## config.mk

```make
export PLATFORM = sky130hd
export DESIGN_NAME = acfg_bank
export DESIGN_NICKNAME = d
export VERILOG_FILES = /design/src/hw/acfg_pkg.sv /design/src/hw/acfg_cfg_if.sv /design/src/hw/acfg_bank.sv /design/src/hw/acfg_decode.sv
export SDC_FILE = /design/constraint.sdc
export NUM_CORES = 1
export LEC_CHECK = 0
export ABC_CLOCK_PERIOD_IN_PS = 1370
export BUFFER_PORTS_ARGS = -buffer_cell sky130_fd_sc_hd__buf_2
export CORE_ASPECT_RATIO = 0.8
export CORE_MARGIN = 2
export CORE_UTILIZATION = 36
export DETAILED_ROUTE_END_ITERATION = 10
export GPL_TIMING_DRIVEN = 0
export HOLD_SLACK_MARGIN = 0.03
export PLACE_DENSITY = 0.69
export SLEW_MARGIN = 15
export SYNTH_ARGS = -nofsm -noshare
export SYNTH_HDL_FRONTEND = slang
export SYNTH_SLANG_ARGS = --single-unit
```

## constraint.sdc

```tcl
create_clock -name clk_in -period 1.37 [get_ports clk_in]
set_clock_uncertainty 0.2 [all_clocks]
set_input_delay 0.274 -clock clk_in [delete_from_list [all_inputs] [get_ports clk_in]]
set_output_delay 0.274 -clock clk_in [all_outputs]
set_load 0.005 [all_outputs]
```

## src/hw/acfg_pkg.sv

```systemverilog
// Constants for the converter configuration bank, registers one to three.
// Assumes the bank is reached by register read and write commands.
package acfg_pkg;
   localparam logic [1:0] ACFG_ADDR_CONV   = 2'h1;
   localparam logic [1:0] ACFG_ADDR_REFFLT = 2'h2;
   localparam logic [1:0] ACFG_ADDR_ROUTE  = 2'h3;
   localparam logic [7:0] ACFG_RESET_VAL   = 8'h00;

   // Conversion control register fields
   localparam int ACFG_RATE_MSB  = 7;
   localparam int ACFG_RATE_LSB  = 5;
   localparam int ACFG_MODE_MSB  = 4;
   localparam int ACFG_MODE_LSB  = 3;
   localparam int ACFG_STYLE_BIT = 2;
   localparam int ACFG_THERM_BIT = 1;
   localparam int ACFG_BURN_BIT  = 0;
   // Reference, filter and current register fields
   localparam int ACFG_REF_MSB   = 7;
   localparam int ACFG_REF_LSB   = 6;
   localparam int ACFG_FLT_MSB   = 5;
   localparam int ACFG_FLT_LSB   = 4;
   localparam int ACFG_PSW_BIT   = 3;
   localparam int ACFG_IDAC_MSB  = 2;
   localparam int ACFG_IDAC_LSB  = 0;
   // Current routing register fields
   localparam int ACFG_R1_MSB    = 7;
   localparam int ACFG_R1_LSB    = 5;
   localparam int ACFG_R2_MSB    = 4;
   localparam int ACFG_R2_LSB    = 2;
   localparam int ACFG_RDYM_BIT  = 1;

   localparam logic [1:0] ACFG_MODE_NORMAL = 2'h0;
   localparam logic [1:0] ACFG_MODE_DUTY   = 2'h1;
   localparam logic [1:0] ACFG_MODE_TURBO  = 2'h2;
   localparam logic [1:0] ACFG_REF_INTERNAL = 2'h0;
   localparam logic [9:0] ACFG_MOD_KHZ_NORMAL = 10'h100;
   localparam logic [9:0] ACFG_MOD_KHZ_TURBO  = 10'h200;

   typedef enum logic {
      ACFG_SW_OPEN   = 1'b0,
      ACFG_SW_CLOSED = 1'b1
   } acfg_sw_e;
endpackage
```

## src/hw/acfg_cfg_if.sv

```systemverilog
// Carries stored configuration to the decoder and decoded values back.
// Assumes both ends share the bank's clock.
`timescale 1ns/1ns
`default_nettype none
interface acfg_cfg_if;
   logic [7:0]  conv_cfg;
   logic [7:0]  ref_cfg;
   logic [13:0] rate_x4;
   logic [10:0] idac_ua;
   logic [9:0]  mod_khz;
   modport bank (output conv_cfg, output ref_cfg, input rate_x4, input idac_ua, input mod_khz);
   modport dec  (input conv_cfg, input ref_cfg, output rate_x4, output idac_ua, output mod_khz);
endinterface
`default_nettype wire

```

## src/hw/acfg_bank.sv

```systemverilog
// Configuration registers one to three of a delta-sigma converter.
// Assumes the command decoder delivers same-clock read, write and command pulses.
`timescale 1ns/1ns
`default_nettype none
// Behaviour
// - Rate field meaning depends on mode
// - Mode selects normal, duty-cycle or turbo
// - Bit two picks single-shot or continuous
// - Thermal sensor forces internal reference, ignores input setup
// - Bit zero switches burn-out sources
// - Rate codes map to fixed sample rates
// - Rates scale with external clock frequency; the bank uses a fixed rate table instead
// - Reference select chooses four references
// - Line-rejection field chooses filter coefficients
// - Low-side switch closes on start, opens on sleep
// - Excitation field sets both source magnitudes
// - All three registers reset to zero
// - Eight-bit registers, kept through power-down
// - Ready mode adds readiness on shared pin
module acfg_bank
   import acfg_pkg::*;
(
   input  wire logic        clk_in,
   input  wire logic        rst_in,
   input  wire logic        reg_wr_in,
   input  wire logic        reg_rd_in,
   input  wire logic [1:0]  reg_addr_in,
   input  wire logic [7:0]  reg_wdata_in,
   input  wire logic        start_cmd_in,
   input  wire logic        sleep_cmd_in,
   input  wire logic        data_ready_in,
   output logic [7:0]       reg_rdata_out,
   output logic             reg_rvalid_out,
   output logic [2:0]       output_rate_select_out,
   output logic [1:0]       op_mode_out,
   output logic             conversion_style_bit_out,
   output logic             thermal_sensor_enable_out,
   output logic             input_setup_ignored_out,
   output logic             burnout_source_enable_out,
   output logic [1:0]       ref_select_out,
   output logic [1:0]       line_reject_out,
   output logic [2:0]       excitation_current_level_out,
   output logic [2:0]       first_source_route_out,
   output logic [2:0]       second_source_route_out,
   output logic [13:0]      rate_x4_out,
   output logic [9:0]       mod_khz_out,
   output logic [10:0]      idac_ua_out,
   output logic             low_side_switch_closed_out,
   output logic             dedicated_ready_pin_out,
   output logic             shared_data_out_pin_ready_out
);
   logic [7:0]  conv_q;
   logic [7:0]  conv_d;
   logic [7:0]  ref_q;
   logic [7:0]  ref_d;
   logic [7:0]  route_q;
   logic [7:0]  route_d;
   logic [7:0]  rdata_q;
   logic        rvalid_q;
   logic [13:0] rate_q;
   logic [9:0]  khz_q;
   logic [10:0] idac_q;
   logic [1:0]  ref_eff_q;
   acfg_sw_e    sw_q;
   acfg_sw_e    sw_d;
   logic        rdy_ded_q;
   logic        rdy_shr_q;

   acfg_cfg_if cfg_bus ();

   acfg_decode u_dec (
      .cfg (cfg_bus.dec)
   );

   assign cfg_bus.conv_cfg = conv_q;
   assign cfg_bus.ref_cfg  = ref_q;

   wire logic wr_conv  = reg_wr_in && (reg_addr_in == ACFG_ADDR_CONV);
   wire logic wr_ref   = reg_wr_in && (reg_addr_in == ACFG_ADDR_REFFLT);
   wire logic wr_route = reg_wr_in && (reg_addr_in == ACFG_ADDR_ROUTE);
   assign conv_d  = wr_conv  ? reg_wdata_in : conv_q;
   assign ref_d   = wr_ref   ? reg_wdata_in : ref_q;
   assign route_d = wr_route ? reg_wdata_in : route_q;

   // Address zero belongs to another bank, so it reads as zero here
   wire logic [7:0] rd_sel = (reg_addr_in == ACFG_ADDR_CONV)   ? conv_q :
                             (reg_addr_in == ACFG_ADDR_REFFLT) ? ref_q  :
                             (reg_addr_in == ACFG_ADDR_ROUTE)  ? route_q : 8'h00;

   wire logic psw_en   = ref_q[ACFG_PSW_BIT];
   wire logic therm_en = conv_q[ACFG_THERM_BIT];

   always_comb begin
      sw_d = sw_q;
      case (sw_q)
         ACFG_SW_OPEN: begin
            if (psw_en && start_cmd_in && !sleep_cmd_in) begin
               sw_d = ACFG_SW_CLOSED;
            end
         end
         ACFG_SW_CLOSED: begin
            if (sleep_cmd_in || !psw_en) begin
               sw_d = ACFG_SW_OPEN;
            end
         end
         default: sw_d = ACFG_SW_OPEN;
      endcase
   end

   always_ff @(posedge clk_in) begin
      if (rst_in) begin
         conv_q  <= ACFG_RESET_VAL;
         ref_q   <= ACFG_RESET_VAL;
         route_q <= ACFG_RESET_VAL;
      end else begin
         conv_q  <= conv_d;
         ref_q   <= ref_d;
         route_q <= route_d;
      end
   end

   always_ff @(posedge clk_in) begin
      if (rst_in) begin
         rdata_q  <= 8'h00;
         rvalid_q <= 1'b0;
      end else begin
         rdata_q  <= reg_rd_in ? rd_sel : rdata_q;
         rvalid_q <= reg_rd_in;
      end
   end

   always_ff @(posedge clk_in) begin
      if (rst_in) begin
         rate_q    <= 14'h0000;
         khz_q     <= 10'h000;
         idac_q    <= 11'h000;
         ref_eff_q <= ACFG_REF_INTERNAL;
         sw_q      <= ACFG_SW_OPEN;
      end else begin
         rate_q    <= cfg_bus.rate_x4;
         khz_q     <= cfg_bus.mod_khz;
         idac_q    <= cfg_bus.idac_ua;
         ref_eff_q <= therm_en ? ACFG_REF_INTERNAL : ref_q[ACFG_REF_MSB:ACFG_REF_LSB];
         sw_q      <= sw_d;
      end
   end

   // Ready on both pins when mode set
   always_ff @(posedge clk_in) begin
      if (rst_in) begin
         rdy_ded_q <= 1'b0;
         rdy_shr_q <= 1'b0;
      end else begin
         rdy_ded_q <= data_ready_in;
         rdy_shr_q <= data_ready_in && route_q[ACFG_RDYM_BIT];
      end
   end

   assign reg_rdata_out                = rdata_q;
   assign reg_rvalid_out               = rvalid_q;
   assign output_rate_select_out       = conv_q[ACFG_RATE_MSB:ACFG_RATE_LSB];
   assign op_mode_out                  = conv_q[ACFG_MODE_MSB:ACFG_MODE_LSB];
   assign conversion_style_bit_out     = conv_q[ACFG_STYLE_BIT];
   assign thermal_sensor_enable_out    = therm_en;
   assign input_setup_ignored_out      = therm_en;
   assign burnout_source_enable_out    = conv_q[ACFG_BURN_BIT];
   assign ref_select_out               = ref_eff_q;
   assign line_reject_out              = ref_q[ACFG_FLT_MSB:ACFG_FLT_LSB];
   assign excitation_current_level_out = ref_q[ACFG_IDAC_MSB:ACFG_IDAC_LSB];
   assign first_source_route_out       = route_q[ACFG_R1_MSB:ACFG_R1_LSB];
   assign second_source_route_out      = route_q[ACFG_R2_MSB:ACFG_R2_LSB];
   assign rate_x4_out                  = rate_q;
   assign mod_khz_out                  = khz_q;
   assign idac_ua_out                  = idac_q;
   assign low_side_switch_closed_out   = (sw_q == ACFG_SW_CLOSED);
   assign dedicated_ready_pin_out      = rdy_ded_q;
   assign shared_data_out_pin_ready_out = rdy_shr_q;

   property p_reset_zero;
      @(posedge clk_in) $past(rst_in) |-> (conv_q == 8'h00 && ref_q == 8'h00 && route_q == 8'h00);
   endproperty
   a_reset_zero: assert property (p_reset_zero) else $error("bank not zero after reset");

   property p_write_read;
      @(posedge clk_in) disable iff (rst_in)
      (reg_wr_in && reg_addr_in == ACFG_ADDR_REFFLT) ##1 (reg_rd_in && !reg_wr_in && reg_addr_in == ACFG_ADDR_REFFLT)
      |=> (reg_rvalid_out && reg_rdata_out == $past(reg_wdata_in, 2));
   endproperty
   a_write_read: assert property (p_write_read) else $error("read back differs from write");

   property p_sleep_keeps;
      @(posedge clk_in) disable iff (rst_in)
      (sleep_cmd_in && !reg_wr_in) |=> ($stable(conv_q) && $stable(ref_q) && $stable(route_q));
   endproperty
   a_sleep_keeps: assert property (p_sleep_keeps) else $error("sleep altered a register");

   property p_rate_normal;
      @(posedge clk_in) disable iff (rst_in)
      (conv_q[7:3] == 5'h00) ##1 (conv_q[7:3] == 5'h00) |-> (rate_x4_out == 14'h0050);
   endproperty
   a_rate_normal: assert property (p_rate_normal) else $error("normal code zero not 20 per second");

   property p_rate_turbo;
      @(posedge clk_in) disable iff (rst_in)
      (conv_q[7:3] == 5'h1A) ##1 (conv_q[7:3] == 5'h1A) |-> (rate_x4_out == 14'h1F40 && mod_khz_out == 10'h200);
   endproperty
   a_rate_turbo: assert property (p_rate_turbo) else $error("turbo top rate wrong");

   property p_therm_ref;
      @(posedge clk_in) disable iff (rst_in)
      therm_en |=> (ref_select_out == ACFG_REF_INTERNAL);
   endproperty
   a_therm_ref: assert property (p_therm_ref) else $error("thermal mode not on internal reference");

   property p_switch_close;
      @(posedge clk_in) disable iff (rst_in)
      (psw_en && start_cmd_in && !sleep_cmd_in) |=> low_side_switch_closed_out;
   endproperty
   a_switch_close: assert property (p_switch_close) else $error("switch failed to close on start");

   property p_switch_open;
      @(posedge clk_in) disable iff (rst_in)
      (sleep_cmd_in || !psw_en) |=> !low_side_switch_closed_out;
   endproperty
   a_switch_open: assert property (p_switch_open) else $error("switch closed while it should be open");

   property p_ready_mode;
      @(posedge clk_in) disable iff (rst_in)
      data_ready_in |=> (dedicated_ready_pin_out && shared_data_out_pin_ready_out == $past(route_q[ACFG_RDYM_BIT]));
   endproperty
   a_ready_mode: assert property (p_ready_mode) else $error("ready pins disagree with mode");

   property p_idac_top;
      @(posedge clk_in) disable iff (rst_in)
      (ref_q[2:0] == 3'h7) ##1 (ref_q[2:0] == 3'h7) |-> (idac_ua_out == 11'h5DC);
   endproperty
   a_idac_top: assert property (p_idac_top) else $error("top excitation code not 1500 uA");
endmodule
`default_nettype wire

```

## src/hw/acfg_decode.sv

```systemverilog
// Decodes rate, modulator clock and excitation current from stored fields.
// Purely combinational; the bank registers its outputs.
`timescale 1ns/1ns
`default_nettype none
module acfg_decode
   import acfg_pkg::*;
(
   acfg_cfg_if.dec cfg
);
   // Output rate times four, so fractional duty-cycle rates stay exact
   function automatic logic [13:0] rate_lookup(input logic [1:0] mode, input logic [2:0] code);
      logic [13:0] r;
      r = 14'h0000;
      case (mode)
         ACFG_MODE_NORMAL, ACFG_MODE_TURBO: begin
            case (code)
               3'h0: r = 14'h0050;
               3'h1: r = 14'h00B4;
               3'h2: r = 14'h0168;
               3'h3: r = 14'h02BC;
               3'h4: r = 14'h0528;
               3'h5: r = 14'h0960;
               3'h6: r = 14'h0FA0;
               default: r = 14'h0000;
            endcase
            if (mode == ACFG_MODE_TURBO) begin
               r = {r[12:0], 1'b0};
            end
         end
         ACFG_MODE_DUTY: begin
            case (code)
               3'h0: r = 14'h0014;
               3'h1: r = 14'h002D;
               3'h2: r = 14'h005A;
               3'h3: r = 14'h00B0;
               3'h4: r = 14'h014A;
               3'h5: r = 14'h0258;
               3'h6: r = 14'h03E8;
               default: r = 14'h0000;
            endcase
         end
         default: r = 14'h0000;
      endcase
      return r;
   endfunction

   wire logic [1:0] mode = cfg.conv_cfg[ACFG_MODE_MSB:ACFG_MODE_LSB];
   wire logic [2:0] code = cfg.conv_cfg[ACFG_RATE_MSB:ACFG_RATE_LSB];
   wire logic [2:0] idac = cfg.ref_cfg[ACFG_IDAC_MSB:ACFG_IDAC_LSB];

   // Rates hold at 4.096 MHz timebase
   assign cfg.rate_x4 = rate_lookup(mode, code);

   assign cfg.mod_khz = (mode == ACFG_MODE_TURBO) ? ACFG_MOD_KHZ_TURBO :
                        (mode == 2'h3) ? 10'h000 : ACFG_MOD_KHZ_NORMAL;

   assign cfg.idac_ua = (idac == 3'h2) ? 11'h032 :
                        (idac == 3'h3) ? 11'h064 :
                        (idac == 3'h4) ? 11'h0FA :
                        (idac == 3'h5) ? 11'h1F4 :
                        (idac == 3'h6) ? 11'h3E8 :
                        (idac == 3'h7) ? 11'h5DC : 11'h000;
endmodule
`default_nettype wire

```

Word level (Yosys, flattened, before mapping)
Index checks and enable logic that the tools add are counted.

Input port bits: 17. Output and inout port bits: 69. Register bits after elaboration: 73. Logic and storage cells: 74.

Bitwise operators: 1. Reductions and logical operators: 19. Multiplexer cells: 18. Equality and inequality tests: 18.

Operators by type and width (number): $pmux W12 S7 (1); $pmux W10 S7 (1); $mux W8 (4); $pmux W14 S2 (1); $eq A3 B3 Y1 const B (7); $mux W10 (2); $mux W9 (2); $mux W13 (1); $eq A3 B2 Y1 const B (4); $mux W11 (1); $eq A2 B2 Y1 const B (4); $reduce_or A2 Y1 (4); $mux W7 (1); $logic_and A1 B1 Y1 (6); $mux W6 (1); $reduce_or A6 Y1 (1); $reduce_or A5 Y1 (1); $eq A2 B1 Y1 const B (2); $reduce_or A4 Y1 (1); $eq A3 B1 Y1 const B (1); $logic_not A3 Y1 (1); $reduce_or A3 Y1 (1); $logic_not A1 Y1 (2); $logic_not A2 Y1 (1); other kinds (4) (5).

Logic depth before layout (Yosys ltp)
Depth after elaboration: 7. Gate-level depth with buffers: 5. Depth with buffers taken out: 4.

Modules after synthesis
From an unflattened synthesis, not the netlist that was laid out.

Cell total of the unflattened synthesis: 361. Area total of the unflattened synthesis: 3160.5 µm².

By module, submodules not included: acfg_bank (times used 1, cells an instance 263, seq. area each 1461.4 µm², area each 2493.6 µm²); acfg_decode (times used 1, cells an instance 98, seq. area each 0.0 µm², area each 666.9 µm²).

Worst setup path before layout
Ideal clock, no wire load.

Path kind: register -> register. Start point: register conv_q[5] (netlist: cfg_bus.conv_cfg[5]). End point: register rate_q[7] (netlist: rate_x4_out[7]). Data required time: 1.100 ns. Setup time: 0.070 ns. Setup slack: 0.007 ns. Path buffers: 0. Data arrival time: 1.092 ns. Clock period less this slack: 1.363 ns. Stages on the path, launching flop included: 5. Path through: dfxtp_1 > nor2b_1 > nor2_1 > or3_1 > a21oi_1.

Longest elaborated chain between the ends: 4. Elaborated cells on any way between the ends: 11. Classes of those cells: eq/ne: 6; mux: 4; reduce/logical: 1.

Ends and longest elaborated chain: start, declared (RTL line acfg_bank.sv:52) `logic [7:0] conv_q;`; start signal, assigned (RTL line acfg_bank.sv:116) `conv_q <= conv_d;`; $eq A3 B3 Y1, or another cell as far along (RTL line acfg_decode.sv:16, acfg_decode.sv:31); $pmux W12 S7 (RTL line acfg_decode.sv:16) `case (code)`; $mux W13 (RTL line acfg_decode.sv:26) `if (mode == ACFG_MODE_TURBO) begin`; $pmux W14 S2 (*) (RTL line acfg_decode.sv:14) `case (mode)`; end signal, assigned (RTL line acfg_bank.sv:140) `rate_q <= cfg_bus.rate_x4;`; end, declared (RTL line acfg_bank.sv:60) `logic [13:0] rate_q;`.

Every way passes the cells marked *; elsewhere a longest branch is shown, timed or not. A chain may end at the register's enable or synchronous reset.

Worst setup path after layout
Ends and elaborated chain as after synthesis.

==> qor.yml <==
status:
  status: "finished, violations left"
  violations: "negative setup slack"
timing:
  setup_violations: 3
  fmax_mhz: 677
  hold_viol_final: 0
  drv_slew: 0
  maxSlewHeadroom_pct: 66.0
  rsz0062_at_grt: "true"
  layout_setup_ws_ns: -0.106
  timing.final.crit_share_pct: 108
  setup_tns_ns: -0.139
  tightestPinTransition_ns: 0.510
  period_minus_slack_ns: 1.48
logic_synthesis:
  yosys_warnings: 0
  synthArstFlopShare_pct: 0
  ys.flop_type: "dfxtp_1"
  syn_avg_cell_area_um2: 8.93
  synth_area_leaders: "dfxtp_1, buf_4, mux2i_1, nor2_1, nand2_1"
  synth_largest_area_cell: "dfxtp_1"
  ys_top_cells_by_count: "dfxtp_1, nor2_1, nand2_1, buf_4, a21oi_1"
  synth_edf_count: 0
  synthCells: 302
  syn_area_mm2: 0.00270
  synth.top_cell.area_share_pct: 46.8
  ys_types: 40
  yosysMostFrequentCell: "dfxtp_1"
  ys_seq_area_share_pct: 46.8
  ys_ff_latch: 63
worst_hold_path:
  min_path_type: "input pin to flop"
place:
  hpwlAfterDp_um: 4980
  place_inst: 475
  place_congestion: 0.838
  portBuffers: 74
  post-place-ws_ns: -0.261
  place_area_mm2: 0.00321
global_route:
  track_usage_pct: 17.8
  grt_max_degree: 11
  antenna_found_initial: 0
  overflow: 0
  grt_first_pass_wirelength_um: 11200
  first_global_vias: 2276
worst_setup_path:
  r2r_setup_slack_ns: -0.11
  cp-start-kind: "flop"
  required_ns: 1.43
  critPathCaptureType: "flop"
  crit_type: "flop to flop"
  arrival_ns: 1.53
  worstPathMaxFanout: 8
clocking:
  cts_root_buf: "clkbuf_8"
  cts_buffer_depth: 2
  htree_num_levels: 3
  cts.sinks: 63
  hold_buffers: 11
  clk_pin_slew_ns: 0.07
  clk-insertion-delay-late_ns: 0.33
  cts-buffers-inserted: 9
  tritoncts: "built"
power_and_ir_drop:
  peakVddDrop_uv: 501
  p_per_area_mw_per_mm2: 1000
  power.leakage_uw: 0.00180
cells_and_area:
  multiInputGateArea_mm2: 0.00128
  drive_gt1_share_pct: 43.9
  fin_cells: 507
  final_core_util_pct: 52.0
  fillers: 660
  antenna_cells: 0
  area_delta_synth_final_pct: 41.1
  layout.nets: 430
  final_cell_area_mm2: 0.00381
  final-seq-area_mm2: 0.00130
routing:
  via_per_inst: 4.89
  first_iter_violations: 161
  drc: 0
  firstDrtPassIters: 4
  ant_nets: 0
  routed_wl_um: 7390
  via_count: 2481
  post_drt_wl_per_cell_um: 14.6
floorplanning:
  die_area_mm2: 0.00821
  start_util_pct: 36.8
  die_w_um: 101
  coreArea_mm2: 0.00732
  die_y_um: 81.4
  rows: 28
  io_pins: 86
flow_run:
  max-cap-violations: 0
## power breakdown
| part | switching (uW) | internal, uW |
|---|---|---|
| clock | 691 | 686 |
| sequential | 38.3 | 1890 |
| combinational | 252 | 254 |
| total | 981 | 2830 |
## what timing repair did
item                                    in CTS  in global routing
gates resized for setup                     49                 36
endpoints found under the hold margin       26                  2
pin swaps                                    3                  3
buffers inserted                            14                  3
endpoints found under the setup margin      33                 16
## metrics by stage
step	hold WS, ns	total power [uW]
after floorplan	0.153	2230
after global placement	0.243	2380
after detailed placement	0.249	2390
after CTS	0.00563	3810
after global routing	0.0289	3980
final	0.0284	3810
## sequential cells by signal, indices dropped and copies added, names as in the netlist
| register | count |
|---|---|
| cfg_bus.conv_cfg | 8 |
| cfg_bus.ref_cfg | 8 |
| dedicated_ready_pin_out | 1 |
| idac_ua_out | 10 |
| low_side_switch_closed_out | 1 |
| mod_khz_out | 2 |
| rate_x4_out | 13 |
| ref_select_out | 2 |
| reg_rdata_out | 8 |
| reg_rvalid_out | 1 |
| route_q | 8 |
| shared_data_out_pin_ready_out | 1 |
## logic make-up after synthesis
kind of cell / after synthesis / synth area share [%]
compound gates: 47 / 11.1
xor+xnor: 4 / 1.30
buf+inv: 49 / 11.4
flops: 63 / 46.8
mux: 23 / 8.86
other cells: 1 / 0.139
simple gates: 115 / 20.5
## cell usage in the layout, fill, tap and decap left out, types with 4 or more instances in the layout
master / netlist / final
buf_6: 1 / 20
o21ai_0: 8 / 6
nand2b_1: 6 / 4
nand2_1: 32 / 30
mux2i_1: 16 / 16
nor2_1: 37 / 34
dfxtp_4: 0 / 6
dfxtp_1: 63 / 47
nor3_1: 5 / 5
clkbuf_8: 0 / 10
dfxtp_2: 0 / 10
conb_1: 1 / 10
mux2_2: 7 / 6
nand3_1: 9 / 9
buf_2: 8 / 66
xnor2_1: 4 / 4
a21oi_1: 19 / 16
buf_4: 28 / 31
a311oi_1: 8 / 8
dlygate4sd3_1: 0 / 11
## layout make-up
| cell class | instances | share of cell area, % |
|---|---|---|
| Tap cell | 90 | 2.96 |
| Sequential cell | 63 | 34.0 |
| Clock buffer | 11 | 3.71 |
| Buffer | 34 | 6.54 |
| Inverter | 4 | 0.394 |
| Timing Repair Buffer | 102 | 18.1 |
| Multi-Input combinational cell | 199 | 33.6 |
| Clock inverter | 4 | 0.592 |
## worst max-delay path, cell delays in order (launching register included)
cell and delay [ns]:
dfxtp_4 0.37, o21ai_0 0.24, a21oi_1 0.10, or3_1 0.34, a21oi_2 0.15
## layer usage
layer / GRT usage, % / wire [um] / vias to the layer above / share of wire [%]
met5: 0 / 0 / - / 0
met4: 8.22 / 176 / 0 / 2.4
met3: 3.91 / 468 / 16 / 6.3
met2: 27.5 / 3350 / 94 / 45
met1: 23.8 / 3400 / 1148 / 46
li1: - / - / 1223 / -
## worst paths after layout
path / end / startpoint / depth (start not counted)
max: rate_x4_out[7] / cfg_bus.conv_cfg[5] / 4
min reg2reg: low_side_switch_closed_out / low_side_switch_closed_out / 2
max reg2reg: rate_x4_out[7] / cfg_bus.conv_cfg[5] / 4
min: dedicated_ready_pin_out / rst_in / 2
Power figures use the tool's default switching activity.
